--- src/inc/eas_pkg.sv ---
// Constants for the exception acknowledge sequencer.
// Assumes a 24-bit system bus and 16-bit status word.
`default_nettype none
package eas_pkg;
	localparam logic [23:0] ACK_ADDR_NMI = 24'hffff00;
	localparam logic [23:0] ACK_ADDR_INT = 24'hfffe00;
	localparam logic [3:0] STS_ACK_MASTER = 4'h4;
	localparam logic [3:0] STS_ACK_CASCADE = 4'h5;
	localparam logic [3:0] STS_MEM_READ = 4'h8;
	localparam logic [3:0] STS_MEM_WRITE = 4'ha;
	localparam logic [7:0] VEC_NVI = 8'h00;
	localparam logic [7:0] VEC_NMI = 8'h01;
	localparam logic [7:0] VEC_SLAVE = 8'h03;
	localparam logic [7:0] VEC_PRIV = 8'h04;
	localparam logic [7:0] VEC_SVC = 8'h05;
	localparam logic [7:0] VEC_DVZ = 8'h06;
	localparam logic [7:0] VEC_FLAG = 8'h07;
	localparam logic [7:0] VEC_BPT = 8'h08;
	localparam logic [7:0] VEC_TRACE = 8'h09;
	localparam logic [7:0] VEC_UND = 8'h0a;
	localparam logic [7:0] CASCADE_MIN = 8'hf0;
	localparam logic [23:0] PROG_BASE_OFS = 24'h000008;
	// Status word bit positions
	localparam int PSR_T = 1;
	localparam int PSR_P = 10;
	localparam int PSR_S = 9;
	localparam int PSR_U = 8;
	localparam int PSR_I = 11;
	// Bus sizes
	localparam logic [1:0] SZ_BYTE = 2'h0;
	localparam logic [1:0] SZ_WORD = 2'h1;
	localparam logic [1:0] SZ_DWORD = 2'h3;
	// Trap one-hot indices
	localparam int TR_SLAVE = 0;
	localparam int TR_PRIV = 1;
	localparam int TR_SVC = 2;
	localparam int TR_DVZ = 3;
	localparam int TR_FLAG = 4;
	localparam int TR_BPT = 5;
	localparam int TR_UND = 6;
	localparam int TRAP_COUNT = 7;
	typedef enum logic [3:0] {
		ST_IDLE = 4'h0,
		ST_ACK = 4'h1,
		ST_CASC_ADDR = 4'h2,
		ST_CASC_VEC = 4'h3,
		ST_PUSH_PSR = 4'h4,
		ST_READ_IDT = 4'h5,
		ST_READ_PB = 4'h6,
		ST_READ_SB = 4'h7,
		ST_PUSH_MOD = 4'h8,
		ST_PUSH_RET = 4'h9,
		ST_FETCH = 4'ha,
		ST_DONE = 4'hb
	} eas_state_type;
endpackage
`default_nettype wire

--- src/rtl/eas_sequencer.sv ---
// Exception acknowledge sequencer: interrupts, traps, trace, service step.
// Assumes the pipeline signals boundaries and holds status until done.
`default_nettype none
module eas_sequencer (
	// Clocking
	input wire logic clock,
	input wire logic srst,
	input wire logic clkEn,
	// Request pins
	input wire logic nmiReqN,
	input wire logic intReqN,
	// Configuration
	input wire logic vectoredMode,
	input wire logic directException,
	// Pipeline state
	input wire logic [15:0] processorStatusWord,
	input wire logic [15:0] statusAtInstrStart,
	input wire logic [31:0] vectorTableBase,
	input wire logic [15:0] descriptorBaseRegister,
	input wire logic [23:0] instrAddr,
	input wire logic [23:0] nextInstrAddr,
	// Pipeline events
	input wire logic instrBoundary,
	input wire logic interruptPoint,
	input wire logic stringUnfinished,
	input wire logic instrEnd,
	input wire logic [6:0] trapReq,
	input wire logic traceSuppress,
	input wire logic waitInstr,
	input wire logic returnDone,
	// Pipeline answers
	output logic [15:0] statusOut,
	output logic statusLoad,
	output logic stackRestore,
	output logic instrComplete,
	output logic [31:0] programCounter,
	output logic pcLoad,
	output logic [31:0] staticBase,
	output logic [15:0] newModule,
	output logic moduleLoad,
	output logic queueFlush,
	output logic busy,
	// System bus
	output logic busReq,
	output logic [23:0] busAddr,
	output logic [3:0] busStatus,
	output logic [1:0] busSize,
	output logic busWrite,
	output logic [31:0] busWdata,
	input wire logic busDone,
	input wire logic [31:0] busRdata
);
	eas_pkg::eas_state_type state_r;
	logic nmiFall;
	logic intActive;
	logic nmiPend_r;
	logic [15:0] psrCopy_r;
	logic [7:0] vector_r;
	logic [23:0] retAddr_r;
	logic [31:0] entry_r;
	logic direct_r;
	logic isNmi_r;
	logic traceDefer_r;
	logic traceTrapPend_r;
	logic [7:0] trapVec;
	logic [15:0] intCopy;
	logic [15:0] intClr;
	logic [15:0] trapCopy;
	logic [15:0] trapClr;
	logic [15:0] trcCopy;
	logic [15:0] trcClr;
	logic nmiAny;
	logic intSync;
	eas_nmi_edge nmiEdge (
		.clock(clock),
		.srst(srst),
		.clkEn(clkEn),
		.nmiReqN(nmiReqN),
		.nmiFall(nmiFall)
	);
	eas_sync intSyncInst (
		.clock(clock),
		.srst(srst),
		.clkEn(clkEn),
		.din(~intReqN),
		.dout(intSync)
	);
	assign intActive = intSync & processorStatusWord[eas_pkg::PSR_I];
	always_comb begin
		trapVec = eas_pkg::VEC_SLAVE;
		if (trapReq[eas_pkg::TR_PRIV]) trapVec = eas_pkg::VEC_PRIV;
		if (trapReq[eas_pkg::TR_SVC]) trapVec = eas_pkg::VEC_SVC;
		if (trapReq[eas_pkg::TR_DVZ]) trapVec = eas_pkg::VEC_DVZ;
		if (trapReq[eas_pkg::TR_FLAG]) trapVec = eas_pkg::VEC_FLAG;
		if (trapReq[eas_pkg::TR_BPT]) trapVec = eas_pkg::VEC_BPT;
		if (trapReq[eas_pkg::TR_UND]) trapVec = eas_pkg::VEC_UND;
	end
	// Edge counts at once, so NMI is never behind the equally fast two-flop level path
	assign nmiAny = nmiPend_r | nmiFall;
	always_ff @(posedge clock) begin
		if (srst) begin
			nmiPend_r <= 1'b0;
		end else if (clkEn) begin
			if (state_r == eas_pkg::ST_IDLE && nmiAny && (instrBoundary || interruptPoint)) begin
				nmiPend_r <= 1'b0;
			end else if (nmiFall) begin
				nmiPend_r <= 1'b1;
			end
		end
	end
	always_comb begin
		intCopy = processorStatusWord;
		if (interruptPoint && stringUnfinished) begin
			intCopy[eas_pkg::PSR_P] = 1'b0;
		end
		intClr = intCopy;
		intClr[eas_pkg::PSR_S] = 1'b0;
		intClr[eas_pkg::PSR_U] = 1'b0;
		intClr[eas_pkg::PSR_T] = 1'b0;
		intClr[eas_pkg::PSR_P] = 1'b0;
		intClr[eas_pkg::PSR_I] = 1'b0;
		trapCopy = statusAtInstrStart;
		if (trapReq[eas_pkg::TR_UND]) begin
			trapCopy[eas_pkg::PSR_P] = 1'b0;
		end
		trapClr = trapCopy;
		trapClr[eas_pkg::PSR_T] = 1'b0;
		trapClr[eas_pkg::PSR_U] = 1'b0;
		trapClr[eas_pkg::PSR_S] = 1'b0;
		trapClr[eas_pkg::PSR_P] = 1'b0;
		trcCopy = processorStatusWord;
		trcCopy[eas_pkg::PSR_P] = 1'b0;
		trcClr = trcCopy;
		trcClr[eas_pkg::PSR_S] = 1'b0;
		trcClr[eas_pkg::PSR_U] = 1'b0;
		trcClr[eas_pkg::PSR_T] = 1'b0;
	end
	// Main sequencing
	always_ff @(posedge clock) begin
		if (srst) begin
			state_r <= eas_pkg::ST_IDLE;
			psrCopy_r <= 16'h0000;
			vector_r <= 8'h00;
			retAddr_r <= 24'h000000;
			entry_r <= 32'h00000000;
			direct_r <= 1'b0;
			isNmi_r <= 1'b0;
			traceDefer_r <= 1'b0;
			traceTrapPend_r <= 1'b0;
			statusOut <= 16'h0000;
			statusLoad <= 1'b0;
			stackRestore <= 1'b0;
			instrComplete <= 1'b0;
			programCounter <= 32'h00000000;
			pcLoad <= 1'b0;
			staticBase <= 32'h00000000;
			newModule <= 16'h0000;
			moduleLoad <= 1'b0;
			queueFlush <= 1'b0;
			busy <= 1'b0;
			busReq <= 1'b0;
			busAddr <= 24'h000000;
			busStatus <= 4'h0;
			busSize <= 2'h0;
			busWrite <= 1'b0;
			busWdata <= 32'h00000000;
		end else if (clkEn) begin
			statusLoad <= 1'b0;
			stackRestore <= 1'b0;
			instrComplete <= 1'b0;
			pcLoad <= 1'b0;
			moduleLoad <= 1'b0;
			queueFlush <= 1'b0;
			if (traceDefer_r && returnDone) begin
				traceDefer_r <= 1'b0;
				traceTrapPend_r <= 1'b1;
			end
			unique case (state_r)
				eas_pkg::ST_IDLE: begin
					busy <= 1'b0;
					if ((nmiAny || intActive) && (instrBoundary || interruptPoint)) begin
						if (interruptPoint && stringUnfinished) begin
							retAddr_r <= instrAddr;
						end else begin
							retAddr_r <= nextInstrAddr;
						end
						// Pending cleared in the copy for unfinished string instructions
						psrCopy_r <= intCopy;
						statusOut <= intClr;
						statusLoad <= 1'b1;
						// Trace after this service if pending, unless a string instruction is unfinished
						if (processorStatusWord[eas_pkg::PSR_P] && !(interruptPoint && stringUnfinished)) begin
							traceTrapPend_r <= 1'b1;
						end
						isNmi_r <= nmiAny;
						busAddr <= nmiAny ? eas_pkg::ACK_ADDR_NMI : eas_pkg::ACK_ADDR_INT;
						busStatus <= eas_pkg::STS_ACK_MASTER;
						busSize <= eas_pkg::SZ_BYTE;
						busWrite <= 1'b0;
						busReq <= 1'b1;
						busy <= 1'b1;
						state_r <= eas_pkg::ST_ACK;
					end else if (instrEnd && |trapReq) begin
						stackRestore <= 1'b1;
						// Bad opcode copy has pending cleared
						psrCopy_r <= trapCopy;
						statusOut <= trapClr;
						statusLoad <= 1'b1;
						// No trace pending copy on bad opcode
						if (!trapReq[eas_pkg::TR_UND] && statusAtInstrStart[eas_pkg::PSR_P]) begin
							traceTrapPend_r <= 1'b1;
						end
						vector_r <= trapVec;
						retAddr_r <= instrAddr;
						busy <= 1'b1;
						state_r <= eas_pkg::ST_PUSH_PSR;
					end else if (instrEnd && waitInstr && processorStatusWord[eas_pkg::PSR_P]) begin
						traceDefer_r <= 1'b1;
						instrComplete <= 1'b1;
					end else if ((instrEnd && processorStatusWord[eas_pkg::PSR_P] && !traceSuppress)
						|| (traceTrapPend_r && instrBoundary)) begin
						// Pending at end raises trace trap
						traceTrapPend_r <= 1'b0;
						psrCopy_r <= trcCopy;
						statusOut <= trcClr;
						statusLoad <= 1'b1;
						instrComplete <= instrEnd;
						vector_r <= eas_pkg::VEC_TRACE;
						retAddr_r <= nextInstrAddr;
						busy <= 1'b1;
						state_r <= eas_pkg::ST_PUSH_PSR;
					end else if (instrEnd) begin
						instrComplete <= 1'b1;
					end
				end
				eas_pkg::ST_ACK: begin
					if (busDone) begin
						busReq <= 1'b0;
						if (isNmi_r) begin
							vector_r <= eas_pkg::VEC_NMI;
							state_r <= eas_pkg::ST_PUSH_PSR;
						end else if (!vectoredMode) begin
							vector_r <= eas_pkg::VEC_NVI;
							state_r <= eas_pkg::ST_PUSH_PSR;
						end else if (!busRdata[7]) begin
							vector_r <= busRdata[7:0];
							state_r <= eas_pkg::ST_PUSH_PSR;
						end else if (busRdata[7:0] >= eas_pkg::CASCADE_MIN) begin
							busAddr <= 24'(vectorTableBase + {{22{1'b1}}, busRdata[7:0], 2'b00});
							busStatus <= eas_pkg::STS_MEM_READ;
							busSize <= eas_pkg::SZ_DWORD;
							busReq <= 1'b1;
							state_r <= eas_pkg::ST_CASC_ADDR;
						end else begin
							vector_r <= busRdata[7:0];
							state_r <= eas_pkg::ST_PUSH_PSR;
						end
					end
				end
				eas_pkg::ST_CASC_ADDR: begin
					if (busDone) begin
						busAddr <= busRdata[23:0];
						busStatus <= eas_pkg::STS_ACK_CASCADE;
						busSize <= eas_pkg::SZ_BYTE;
						state_r <= eas_pkg::ST_CASC_VEC;
					end
				end
				eas_pkg::ST_CASC_VEC: begin
					if (busDone) begin
						busReq <= 1'b0;
						vector_r <= busRdata[7:0];
						state_r <= eas_pkg::ST_PUSH_PSR;
					end
				end
				eas_pkg::ST_PUSH_PSR: begin
					direct_r <= directException;
					busAddr <= 24'h000000;
					busStatus <= eas_pkg::STS_MEM_WRITE;
					busSize <= eas_pkg::SZ_WORD;
					busWrite <= 1'b1;
					busWdata <= {16'h0000, psrCopy_r};
					busReq <= 1'b1;
					state_r <= eas_pkg::ST_READ_IDT;
				end
				eas_pkg::ST_READ_IDT: begin
					if (busDone) begin
						busAddr <= 24'(vectorTableBase + {22'h000000, vector_r, 2'b00});
						busStatus <= eas_pkg::STS_MEM_READ;
						busSize <= eas_pkg::SZ_DWORD;
						busWrite <= 1'b0;
						state_r <= eas_pkg::ST_READ_PB;
					end
				end
				eas_pkg::ST_READ_PB: begin
					if (busDone) begin
						entry_r <= busRdata;
						if (direct_r) begin
							programCounter <= busRdata;
							pcLoad <= 1'b1;
							busAddr <= 24'h000000;
							busStatus <= eas_pkg::STS_MEM_WRITE;
							busWrite <= 1'b1;
							busWdata <= {8'h00, retAddr_r};
							state_r <= eas_pkg::ST_FETCH;
						end else begin
							// Program base at module plus offset
							busAddr <= {8'h00, busRdata[15:0]} + eas_pkg::PROG_BASE_OFS;
							state_r <= eas_pkg::ST_READ_SB;
						end
					end
				end
				eas_pkg::ST_READ_SB: begin
					if (busDone) begin
						programCounter <= busRdata + {16'h0000, entry_r[31:16]};
						pcLoad <= 1'b1;
						busAddr <= {8'h00, entry_r[15:0]};
						state_r <= eas_pkg::ST_PUSH_MOD;
					end
				end
				eas_pkg::ST_PUSH_MOD: begin
					if (busDone) begin
						staticBase <= busRdata;
						busStatus <= eas_pkg::STS_MEM_WRITE;
						busSize <= eas_pkg::SZ_WORD;
						busWrite <= 1'b1;
						busWdata <= {16'h0000, descriptorBaseRegister};
						busAddr <= 24'h000000;
						newModule <= entry_r[15:0];
						moduleLoad <= 1'b1;
						state_r <= eas_pkg::ST_PUSH_RET;
					end
				end
				eas_pkg::ST_PUSH_RET: begin
					if (busDone) begin
						// Push return address as 32 bits
						busSize <= eas_pkg::SZ_DWORD;
						busWdata <= {8'h00, retAddr_r};
						state_r <= eas_pkg::ST_FETCH;
					end
				end
				eas_pkg::ST_FETCH: begin
					if (busDone) begin
						busReq <= 1'b0;
						busWrite <= 1'b0;
						queueFlush <= 1'b1;
						state_r <= eas_pkg::ST_DONE;
					end
				end
				eas_pkg::ST_DONE: begin
					busy <= 1'b0;
					state_r <= eas_pkg::ST_IDLE;
				end
				default: begin
					state_r <= eas_pkg::ST_IDLE;
				end
			endcase
		end
	end
endmodule // eas_sequencer
`default_nettype wire

--- src/rtl/eas_nmi_edge.sv ---
// Falling-edge detector for the non-maskable request pin.
// Assumes an asynchronous pin; two synchroniser stages precede the edge logic.
`default_nettype none
module eas_nmi_edge (
	// Clocking
	input wire logic clock,
	input wire logic srst,
	input wire logic clkEn,
	// Pin and event
	input wire logic nmiReqN,
	output logic nmiFall
);
	logic sync1_r;
	logic sync2_r;
	logic prev_r;
	always_ff @(posedge clock) begin
		if (srst) begin
			sync1_r <= 1'b1;
			sync2_r <= 1'b1;
			prev_r <= 1'b1;
		end else if (clkEn) begin
			sync1_r <= nmiReqN;
			sync2_r <= sync1_r;
			prev_r <= sync2_r;
		end
	end
	assign nmiFall = clkEn & prev_r & ~sync2_r;
endmodule // eas_nmi_edge
`default_nettype wire

--- src/rtl/eas_sync.sv ---
// Two-flop level synchroniser.
// Assumes the input may change at any time relative to clock.
`default_nettype none
module eas_sync (
	// Clocking
	input wire logic clock,
	input wire logic srst,
	input wire logic clkEn,
	// Level
	input wire logic din,
	output logic dout
);
	logic stage1_r;
	logic stage2_r;
	always_ff @(posedge clock) begin
		if (srst) begin
			stage1_r <= 1'b0;
			stage2_r <= 1'b0;
		end else if (clkEn) begin
			stage1_r <= din;
			stage2_r <= stage1_r;
		end
	end
	assign dout = stage2_r;
endmodule // eas_sync
`default_nettype wire

--- config.mk ---
export PLATFORM = sky130hd
export DESIGN_NAME = eas_sequencer
export DESIGN_NICKNAME = d
export VERILOG_FILES = /design/src/inc/eas_pkg.sv /design/src/rtl/eas_sequencer.sv /design/src/rtl/eas_nmi_edge.sv /design/src/rtl/eas_sync.sv
export SDC_FILE = /design/constraint.sdc
export NUM_CORES = 1
export LEC_CHECK = 0
export ABC_AREA = 1
export ABC_CLOCK_PERIOD_IN_PS = 8400
export BUFFER_PORTS_ARGS = -buffer_cell sky130_fd_sc_hd__clkbuf_2
export CAP_MARGIN = 20
export CORE_MARGIN = 8
export CORE_UTILIZATION = 30
export CTS_CLUSTER_DIAMETER = 150
export DETAILED_ROUTE_END_ITERATION = 10
export HOLD_SLACK_MARGIN = 0.15
export SLEW_MARGIN = 20
export SYNTH_ARGS = -nofsm -noshare
export SYNTH_HDL_FRONTEND = slang
export SYNTH_SLANG_ARGS = --single-unit
--- constraint.sdc ---
create_clock -name clock -period 8.4 [get_ports clock]
set_clock_uncertainty 0.05 [all_clocks]
set_input_delay 1.26 -clock clock [delete_from_list [all_inputs] [get_ports clock]]
set_output_delay 1.26 -clock clock [all_outputs]
set_load 0.02 [all_outputs]
==> results of run 1 <==
-- Yosys cell counts (4+ instances only) --
master     number  area [um2]
buf_1           7       26.28
nand2_1       655        2459
o22ai_1         4       25.02
o211ai_1        5       37.54
o2111ai_1       4       35.03
nand2_2         5       31.28
xor2_1          4       35.03
nand3b_1       12       90.09
o21ai_1         4       20.02
or2_2           4       25.02
a221oi_1       14       122.6
nand4_1        16       100.1
a31oi_1         5       31.28
nand3_1       224        1121
nor2_4          6       67.56
buf_4          29       217.7
nor3_1         19       95.09
buf_2          23       115.1
ha_1           39       488.0
dfxtp_1       238        4765
inv_2           7       26.28
clkbuf_1       78       292.8
nor2_1        285        1070
o21ai_0       195       975.9
inv_1         251       942.2
a21oi_1       240        1201
-- worst max-delay path by stage --
stage | start | depth (start not counted) | endpoint
floorplan | state_r[0] | 18 | busAddr[10]
global placement | clkEn | 11 | vector_r[4]
detailed placement | clkEn | 11 | vector_r[4]
global route | clkEn | 11 | vector_r[4]
finish | clkEn | 11 | vector_r[4]
CTS | clkEn | 11 | vector_r[4]
-- cell families (layout without fill, tap and decap cells) --
group	count (synthesis)	after routing	synth area share [%]
AOI/OAI and AO/OA	480	480	17.10
muxes	1	1	0.07646
and+or+nand+nor	1239	1239	35.03
other	1	13	0.02546
buffers and inverters	404	662	11.41
adders and majority gates	41	41	3.585
DFF	238	238	32.35
xor gates and xnor gates	7	7	0.4163
-- tightest hold or removal path: stages, from the launching register on --
cell,delay (ns)
dfxtp_1,0.31
nand2_1,0.06
a21oi_1,0.05
-- metrics by stage --
step           cell area, um2  hold WS (ns)  utilization [%]  setup WS (ns)  instances
4_1_cts                 17690        0.4119            36.30          4.909       3344
6_report                17700        0.4087            36.30          4.922       3345
2_1_floorplan           14770        0.3792                -          5.150       2422
3_5_place_dp            16690        0.4026            34.23          4.342       3289
3_3_place_gp            16690        0.4000            34.23          4.337       3289
5_1_grt                 17690        0.4278            36.30          4.607       3344
-- area by class of cell --
type	count	share of cell area, %
antenna	1	0.01414
clock buffer	40	4.744
clock inverter	15	0.9333
inverter	261	5.543
multi-input combinational	1780	47.09
sequential	238	26.93
tap	664	4.695
timing repair buffer	346	10.05
-- state kept, by name, indices dropped and copies added, names as in the netlist, 2 cells and up --
name and cells:
newModule 16, busStatus 4, busSize 2, vector_r 8, statusOut 2, staticBase 32
programCounter 32, entry_r 32, busAddr 24, state_r 4, psrCopy_r 15, busWdata 24
retAddr_r 24
-- metal layers --
| layer | track usage [%] | vias to the layer above | part of all wire [%] |
|---|---|---|---|
| li1 | - | 8274 | - |
| met1 | 24.98 | 7149 | 44 |
| met2 | 32.13 | 515 | 45 |
| met3 | 5.107 | 106 | 7.3 |
| met4 | 7.864 | 0 | 4.3 |
| met5 | 0 | - | 0 |
-- power by group through the flow --
stage | sequential (mW) | combinational [mW] | clock (mW)
2_1_floorplan | 1.38 | 0.633 | 0
3_3_place_gp | 1.34 | 1.01 | 0
3_5_place_dp | 1.34 | 1.01 | 0
4_1_cts | 1.32 | 1.01 | 1.36
5_1_grt | 1.33 | 1.13 | 1.40
6_report | 1.32 | 1.01 | 1.32
==> flow_metrics.py, run 1 <==
metrics = {
    "worst_setup_path": {
        "path_cells": "clkbuf_2, nand3_1, nand3_1, nand2_1, clkinv_1, nand2_1, nand3_1, inv_1, nand2_1, nand2_1, nor2_1",
        "r2r_start": "state_r[0]",
        "critPathMaxFanout": 27,
        "slowest_delay_ns": 0.69,
        "path_common_cell": "nand2_1",
        "r2r_end": "busAddr[10]",
        "critPathKind": "in2reg",
        "startpoint_type": "input port",
        "crit_buf_inv": 3,
        "critPathRequiredTime_ns": 8.82,
        "slowest_stage": "clkinv_1",
        "worst_setup_path_end_kind": "flop",
        "r2r_slack_ns": 5.00,
        "reg2reg_depth": 17,
        "arrival_ns": 3.90,
        "path_delay_family": "simple AND/OR/NAND/NOR gates",
    },
    "drt": {
        "first_pass_iters": 5,
        "wl_um": 58220,
        "wl_per_cell_um": 17.41,
        "via_per_inst": 4.796,
        "drt_iter0_markers": 1113,
        "drc": 0,
        "ant_nets": 0,
        "dr_total_vias": 16040,
    },
    "clock_tree": {
        "post_cts_buffers": 0,
        "path_clk_slew_ns": 0.06,
        "htree_levels": 1,
        "clock_sinks": 238,
        "cts_buffers": 30,
        "cts_resized": 0,
        "clk_latency_ns": 0.57,
        "cts.hold.buffers_added": 0,
        "clock-root-buffer": "clkbuf_16",
        "cts_tree": "built",
        "clk_path_buf_depth": 3,
    },
    "timing": {
        "max_freq_mhz": 287.5,
        "fin_tns_setup_ns": 0,
        "slew_headroom_pct": 30.09,
        "fin_crit_sh_pct": 41.40,
        "hold_viol_final": 0,
        "final-setup-viol-count": 0,
        "min_period_ns": 3.478,
        "worst_slew_pin_slew_ns": 1.045,
        "slew_viol_final": 0,
        "grt_setup_unrepaired": "no",
    },
    "place": {
        "gp_congestion": 0.9134,
        "dp_hpwl_um": 43700,
        "port_buffers": 328,
    },
    "global_route": {
        "grt_usage_pct": 19.83,
        "gr-total-overflow": 0,
        "grt_pass1_wl_um": 89420,
        "antenna_found_initial": 0,
        "grt_pass1_vias": 15340,
        "grt_max_degree": 88,
    },
    "pwr": {
        "p_leak_nw": 8.522,
        "combinationalPowerShare_pct": 27.6,
        "power.total_mw": 3.649,
        "p_seq_share_pct": 36.2,
        "ir_drop_uv": 125.7,
        "p_int_mw": 2.335,
        "switching_power_mw": 1.314,
        "p_sw_share_pct": 36.01,
        "clkPwrFrac_pct": 36.3,
        "power_density_nw_per_um2": 206.2,
    },
    "die": {
        "die_area_um2": 56430,
        "core_area_um2": 48750,
        "die_w_um": 237.6,
        "start_util_pct": 30.21,
        "die_y_um": 237.6,
        "ios": 349,
        "row_count": 81,
    },
    "final_layout": {
        "fill_cells": 5436,
        "layout_common_cells": "654 x nand2_1, 327 x clkbuf_2, 284 x nor2_1, 249 x inv_1, 240 x a21oi_1",
        "area.sequential_um2": 4765,
        "multi_input_area_um2": 8333,
        "layout.nets": 2880,
        "final_common_cell": "nand2_1",
        "area_delta_synth_final_pct": 20.16,
        "drive_above_1_share_pct": 16.01,
    },
    "synthesis": {
        "ys_async_sr_fraction_pct": 0,
        "synthesis.area_um2": 14730,
        "synth_edf_count": 0,
        "syn-instance-count": 2411,
        "yosys_warnings": 0,
        "synth_area_per_cell_um2": 6.108,
        "ys.flop_type": "dfxtp_1",
        "ys_ff_latch": 238,
        "ys_seq_area_share_pct": 32.35,
        "synth_cell_type_count": 47,
    },
    "worst_hold_path": {
        "worstHoldEndpoint": "staticBase[3]",
        "hp-start": "staticBase[3]",
        "min_path_cells": 2,
        "hp-class": "reg2reg",
    },
    "outcome": {
        "status": "finished clean",
    },
    "flow_run": {
        "drv_cap": 0,
    },
}
Power figures use the tool's default switching activity.
==> run 2: changes to the inputs <==
--- a/config.mk
+++ b/config.mk
@@ -6,7 +6,7 @@
 export NUM_CORES = 1
 export LEC_CHECK = 0
 export ABC_AREA = 1
-export ABC_CLOCK_PERIOD_IN_PS = 8400
+export ABC_CLOCK_PERIOD_IN_PS = 3400
 export BUFFER_PORTS_ARGS = -buffer_cell sky130_fd_sc_hd__clkbuf_2
 export CAP_MARGIN = 20
 export CORE_MARGIN = 8
==> constraint.sdc (replaced) <==
create_clock -name clock -period 3.4 [get_ports clock]
set_clock_uncertainty 0.05 [all_clocks]
set_input_delay 0.51 -clock clock [delete_from_list [all_inputs] [get_ports clock]]
set_output_delay 0.51 -clock clock [all_outputs]
set_load 0.02 [all_outputs]
==> run 2 against run 1 <==
Register-to-register slack lost 4.6 ns. Core utilization grew 0.65 points. Critical path type is now reg2reg. Sequential power grew 150%. Count of clock-buffer cells in the layout is the same. First-iteration DRC count grew 18%. Hold slack lost 0.23 ns. Critical endpoint is now busAddr[14]. Largest cell class unchanged. Power grew to 2.6 times the previous value. Final cell count grew 0.72%.
==> flow_metrics.py, run 2 (synthesized netlist as in run 1, its figures left out) <==
metrics = {
    "place": {
        "dpl-instance-area_um2": 16900,
        "gp_congestion": 0.9151,
        "dp_cells": 3315,
        "port_buffers": 328,
        "dp_hpwl_um": 44640,
    },
    "final_layout": {
        "layout.nets": 2906,
        "fill_cells": 5403,
        "final_cells": 3369,
        "area.sequential_um2": 4765,
        "layout_common_cells": "654 x nand2_1, 327 x clkbuf_2, 284 x nor2_1, 249 x inv_1, 240 x a21oi_1",
        "multi_input_area_um2": 8333,
        "diodes": 0,
        "drive_above_1_share_pct": 16.89,
        "fin_area_um2": 18010,
        "final_common_cell": "nand2_1",
        "area_delta_synth_final_pct": 22.30,
        "reg_top3": "entry_r: 32 flops, programCounter: 32 flops, staticBase: 32 flops",
    },
    "worst_setup_path": {
        "critPathRequiredTime_ns": 3.81,
        "r2r_slack_ns": 0.44,
        "arrival_ns": 3.37,
        "r2r_start": "state_r[2]",
        "reg2reg_depth": 17,
        "worst_setup_path_end_kind": "flop",
        "startpoint_type": "flop",
        "critPathMaxFanout": 7,
        "startpoint": "state_r[2]",
        "r2r_end": "busAddr[14]",
        "critPathKind": "reg2reg",
    },
    "drt": {
        "ant_nets": 0,
        "first_pass_iters": 6,
        "drt_iter0_markers": 1316,
        "dr_total_vias": 16140,
        "wl_per_cell_um": 17.38,
        "via_per_inst": 4.790,
        "drc": 0,
        "wl_um": 58540,
    },
    "clock_tree": {
        "htree_levels": 1,
        "clock-root-buffer": "clkbuf_16",
        "path_clk_slew_ns": 0.06,
        "clk_path_buf_depth": 3,
        "clk_latency_ns": 0.56,
        "post_cts_buffers": 0,
        "cts_buffers": 29,
        "cts_tree": "built",
        "clock_sinks": 238,
    },
    "pwr": {
        "power.total_mw": 9.358,
        "p_leak_nw": 8.704,
        "power_density_nw_per_um2": 519.6,
        "ir_drop_uv": 357.6,
    },
    "die": {
        "start_util_pct": 30.21,
        "row_count": 81,
        "die_area_um2": 56430,
        "die_w_um": 237.6,
        "die_y_um": 237.6,
        "ios": 349,
        "core_area_um2": 48750,
    },
    "global_route": {
        "gr-total-overflow": 0,
        "grt_max_degree": 119,
        "grt_pass1_vias": 15070,
        "grt_usage_pct": 19.80,
        "grt_pass1_wl_um": 89130,
        "antenna_found_initial": 1,
    },
    "worst_hold_path": {
        "hp-start": "nmiReqN",
        "worstHoldEndpoint": "nmiEdge.sync1_r",
        "hp-class": "in2reg",
        "min_path_cells": 3,
    },
    "timing": {
        "hold_viol_final": 0,
        "worst_slew_pin_slew_ns": 1.034,
        "fin_tns_setup_ns": 0,
        "timing.hold.ws_ns": 0.1809,
        "fin_crit_sh_pct": 87.20,
        "slew_headroom_pct": 30.81,
        "min_period_ns": 2.965,
        "final-setup-viol-count": 0,
        "slew_viol_final": 0,
        "grt_setup_unrepaired": "no",
        "max_freq_mhz": 337.3,
    },
    "outcome": {
        "status": "finished clean",
    },
    "flow_run": {
        "drv_cap": 0,
    },
}
[run 2: changes by cell type in the layout (fill, tap and decap cells not counted)]
cell	change
buf_4	+25
clkbuf_8	+6
bufinv_16	+4
clkbuf_1	-4
clkinv_2	-4
clkbuf_16	-2
clkinv_4	-2
buf_12	+1
diode_2	-1
dlygate4sd3_1	+1
[run 2: final cells by class]
type / count / share of cell area [%]
Multi-Input combinational cell: 1780 / 46.27
Sequential cell: 238 / 26.45
Clock inverter: 13 / 1.375
Clock buffer: 40 / 4.759
Timing Repair Buffer: 373 / 11.09
Tap cell: 664 / 4.613
Inverter: 261 / 5.446
[run 2: how the worst max path moves through the flow]
| stage | end | slack, ns | cells after the start |
|---|---|---|---|
| 6_report | busAddr[14] | 0.44 | 17 |
| 2_1_floorplan | busAddr[10] | 0.15 | 18 |
| 5_1_grt | busAddr[14] | 0.03 | 17 |
| 3_5_place_dp | busAddr[10] | 0.44 | 16 |
| 3_3_place_gp | busAddr[10] | 0.45 | 16 |
| 4_1_cts | busAddr[10] | 0.42 | 16 |
[run 2: layer usage]
metal	part of all wire (%)	GRT usage, %	routed length [um]	vias up
met1	44	25.71	25820	7224
met4	3.3	6.291	1948	2
li1	-	-	-	8318
met2	45	31.83	26300	508
met3	7.6	5.130	4455	86
met5	0.022	0	13	-
[run 2: what timing repair did]
action,CTS,global route
hold buffers,1,0
hold endpoints to repair,1,0
resized for setup,0,0
[run 2: critical path, cell delays in order (launching register included)]
cell and delay (ns):
dfxtp_1 0.48, inv_2 0.15, nor2_4 0.18, nand2_1 0.15, nand2_1 0.09, o21ai_0 0.13, ha_1 0.29, fa_1 0.44
nand3_1 0.11, nand3_1 0.17, nand2_1 0.12, nand3_1 0.08, nor2_1 0.09, nor2_1 0.04, nand2_1 0.07, nand3_1 0.10
nand2_1 0.09, inv_1 0.03
[run 2: power by group]
group	internal (mW)	switching, mW
logic	0.780	1.76
clock network	2.28	1.28
registers	3.07	0.188
[run 2: metrics by stage]
step	setup slack, ns	utilization (%)
detailed placement	0.4434	34.66
global placement	0.4537	34.66
finish	0.4352	36.95
floorplan	0.1499	-
CTS	0.4216	36.95
global route	0.02506	36.95
==> run 3: changes to the inputs <==
--- a/config.mk
+++ b/config.mk
@@ -9,12 +9,14 @@
 export ABC_CLOCK_PERIOD_IN_PS = 3400
 export BUFFER_PORTS_ARGS = -buffer_cell sky130_fd_sc_hd__clkbuf_2
 export CAP_MARGIN = 20
-export CORE_MARGIN = 8
+export CORE_MARGIN = 2
 export CORE_UTILIZATION = 30
 export CTS_CLUSTER_DIAMETER = 150
 export DETAILED_ROUTE_END_ITERATION = 10
+export GPL_TIMING_DRIVEN = 0
 export HOLD_SLACK_MARGIN = 0.15
 export SLEW_MARGIN = 20
 export SYNTH_ARGS = -nofsm -noshare
 export SYNTH_HDL_FRONTEND = slang
 export SYNTH_SLANG_ARGS = --single-unit
+export TNS_END_PERCENT = 20
==> run 3 against run 2 <==
Final cell count grew 2.9%. Core utilization is 0.38 points higher. Largest cell class unchanged. Critical endpoint is now busAddr[10]. Highest routed layer unchanged. Via count is 5.9% higher. Register-to-register slack worse by 0.21 ns.
==> flow_metrics.py, run 3 (synthesized netlist as in run 1, its figures left out) <==
metrics = {
    "clock_tree": {
        "path_clk_slew_ns": 0.06,
        "post_cts_buffers": 0,
        "clock-root-buffer": "clkbuf_16",
        "clock_sinks": 238,
        "clk_path_buf_depth": 3,
        "clk_latency_ns": 0.57,
        "htree_levels": 1,
        "cts_buffers": 28,
        "cts_tree": "built",
    },
    "worst_setup_path": {
        "r2r_start": "state_r[2]",
        "startpoint": "state_r[2]",
        "arrival_ns": 3.59,
        "startpoint_type": "flop",
        "critPathRequiredTime_ns": 3.81,
        "worst_setup_path_end_kind": "flop",
        "critPathKind": "reg2reg",
        "critPathMaxFanout": 22,
    },
    "die": {
        "die_area_um2": 50880,
        "die_y_um": 225.6,
        "ios": 349,
        "start_util_pct": 30.21,
        "row_count": 81,
        "die_w_um": 225.6,
        "core_area_um2": 48750,
    },
    "final_layout": {
        "final_common_cell": "nand2_1",
        "layout_common_cells": "654 x nand2_1, 330 x clkbuf_2, 284 x nor2_1, 251 x inv_1, 240 x a21oi_1",
        "layout.nets": 3003,
        "area.sequential_um2": 4766,
        "drive_above_1_share_pct": 16.63,
        "reg_top3": "entry_r: 32 flops, programCounter: 32 flops, staticBase: 32 flops",
        "fill_cells": 5523,
        "final_cells": 3467,
        "multi_input_area_um2": 8333,
        "area_delta_synth_final_pct": 23.55,
    },
    "global_route": {
        "grt_max_degree": 23,
        "gr-total-overflow": 0,
        "grt_usage_pct": 24.28,
        "grt_pass1_vias": 15850,
        "antenna_found_initial": 2,
        "grt_pass1_wl_um": 93960,
    },
    "timing": {
        "fin_tns_setup_ns": 0,
        "slew_headroom_pct": 40.70,
        "hold_viol_final": 0,
        "fin_crit_sh_pct": 93.43,
        "timing.hold.ws_ns": 0.2144,
        "worst_slew_pin_slew_ns": 0.8895,
        "grt_setup_unrepaired": "no",
        "max_freq_mhz": 314.8,
        "min_period_ns": 3.177,
        "layout_setup_ws_ns": 0.2234,
        "slew_viol_final": 0,
        "final-setup-viol-count": 0,
    },
    "drt": {
        "wl_per_cell_um": 18.25,
        "via_per_inst": 4.929,
        "dr_total_vias": 17090,
        "wl_um": 63270,
        "drc": 0,
        "first_pass_iters": 5,
        "drt_iter0_markers": 1355,
        "ant_nets": 0,
    },
    "worst_hold_path": {
        "hp-class": "in2reg",
        "hp-start": "processorStatusWord[14]",
    },
    "pwr": {
        "p_leak_nw": 8.799,
        "p_int_mw": 5.672,
        "power_density_nw_per_um2": 496.4,
        "p_sw_share_pct": 37.20,
        "combinationalPowerShare_pct": 29.8,
        "ir_drop_uv": 454.7,
        "switching_power_mw": 3.361,
        "p_seq_share_pct": 36.2,
        "clkPwrFrac_pct": 33.9,
    },
    "place": {
        "dp_hpwl_um": 50730,
        "gp_congestion": 0.9711,
        "dp_slack_ns": -1.122,
        "dp_cells": 3413,
        "port_buffers": 327,
    },
    "flow_run": {
        "drv_cap": 0,
    },
    "outcome": {
        "status": "finished clean",
    },
}
-- run 3: area by class of cell --
cell class              instances  share of cell area, %
well taps                     664                  4.566
flip-flops and latches        238                  26.19
repair buffers                329                  9.105
clock inverters                12                 0.5226
clock buffers                  40                  4.545
plain buffers                 142                  3.872
inverters                     261                  5.384
diodes                          1                0.01375
multi-input cells            1780                  45.80
-- run 3: power groups by stage --
stage | Sequential, mW | Combinational (mW) | Clock [mW]
final | 3.27 | 2.70 | 3.06
after global routing | 3.29 | 2.97 | 3.21
after CTS | 3.27 | 2.68 | 3.10
after detailed placement | 3.32 | 2.66 | 0
after global placement | 3.33 | 2.66 | 0
after floorplan | 3.41 | 1.56 | 0
-- run 3: repair_timing --
| action | CTS | global route |
|---|---|---|
| resized for setup | 4 | 5 |
| gates cloned | 0 | 0 |
| hold buffers | 2 | 0 |
| endpoints found under the setup margin | 22 | 14 |
| endpoints found under the hold margin | 2 | 0 |
-- run 3: stage by stage --
step | util [%] | area, um2 | power, mW
5_1_grt | 37.32 | 18190 | 9.471
6_report | 37.32 | 18200 | 9.033
3_5_place_dp | 35.36 | 17240 | 5.986
4_1_cts | 37.29 | 18180 | 9.046
3_3_place_gp | 35.36 | 17240 | 5.985
2_1_floorplan | - | 14770 | 4.975
-- run 3: final timing paths --
check / slack (ns) / cells past startpoint / end
hold / removal: 0.21 / 5 / psrCopy_r[14]
hold reg to reg: 0.41 / 2 / newModule[5]
setup reg to reg: 0.22 / 16 / busAddr[10]
setup / recovery: 0.22 / 16 / busAddr[10]
-- run 3: worst max-delay path: stages (launching register included) --
cell,delay [ns]
dfxtp_1,0.50
inv_2,0.15
nor2_4,0.21
nand2_4,0.17
buf_6,0.22
nand2_1,0.07
o21ai_0,0.16
fa_1,0.53
nand3_1,0.12
nand3_1,0.19
nand2_1,0.11
nand3_1,0.12
nor2_1,0.10
nand3b_1,0.15
nand2_1,0.06
nor2_1,0.10
nor2_1,0.04
-- run 3: metal layers --
layer,global-route usage [%],wire [um],part of all wire [%],vias up
met5,0,24,0.038,-
li1,-,-,-,8525
met1,30.98,26890,43,7733
met2,40.72,29020,46,709
met4,8.588,2380,3.8,4
met3,4.654,4943,7.8,117
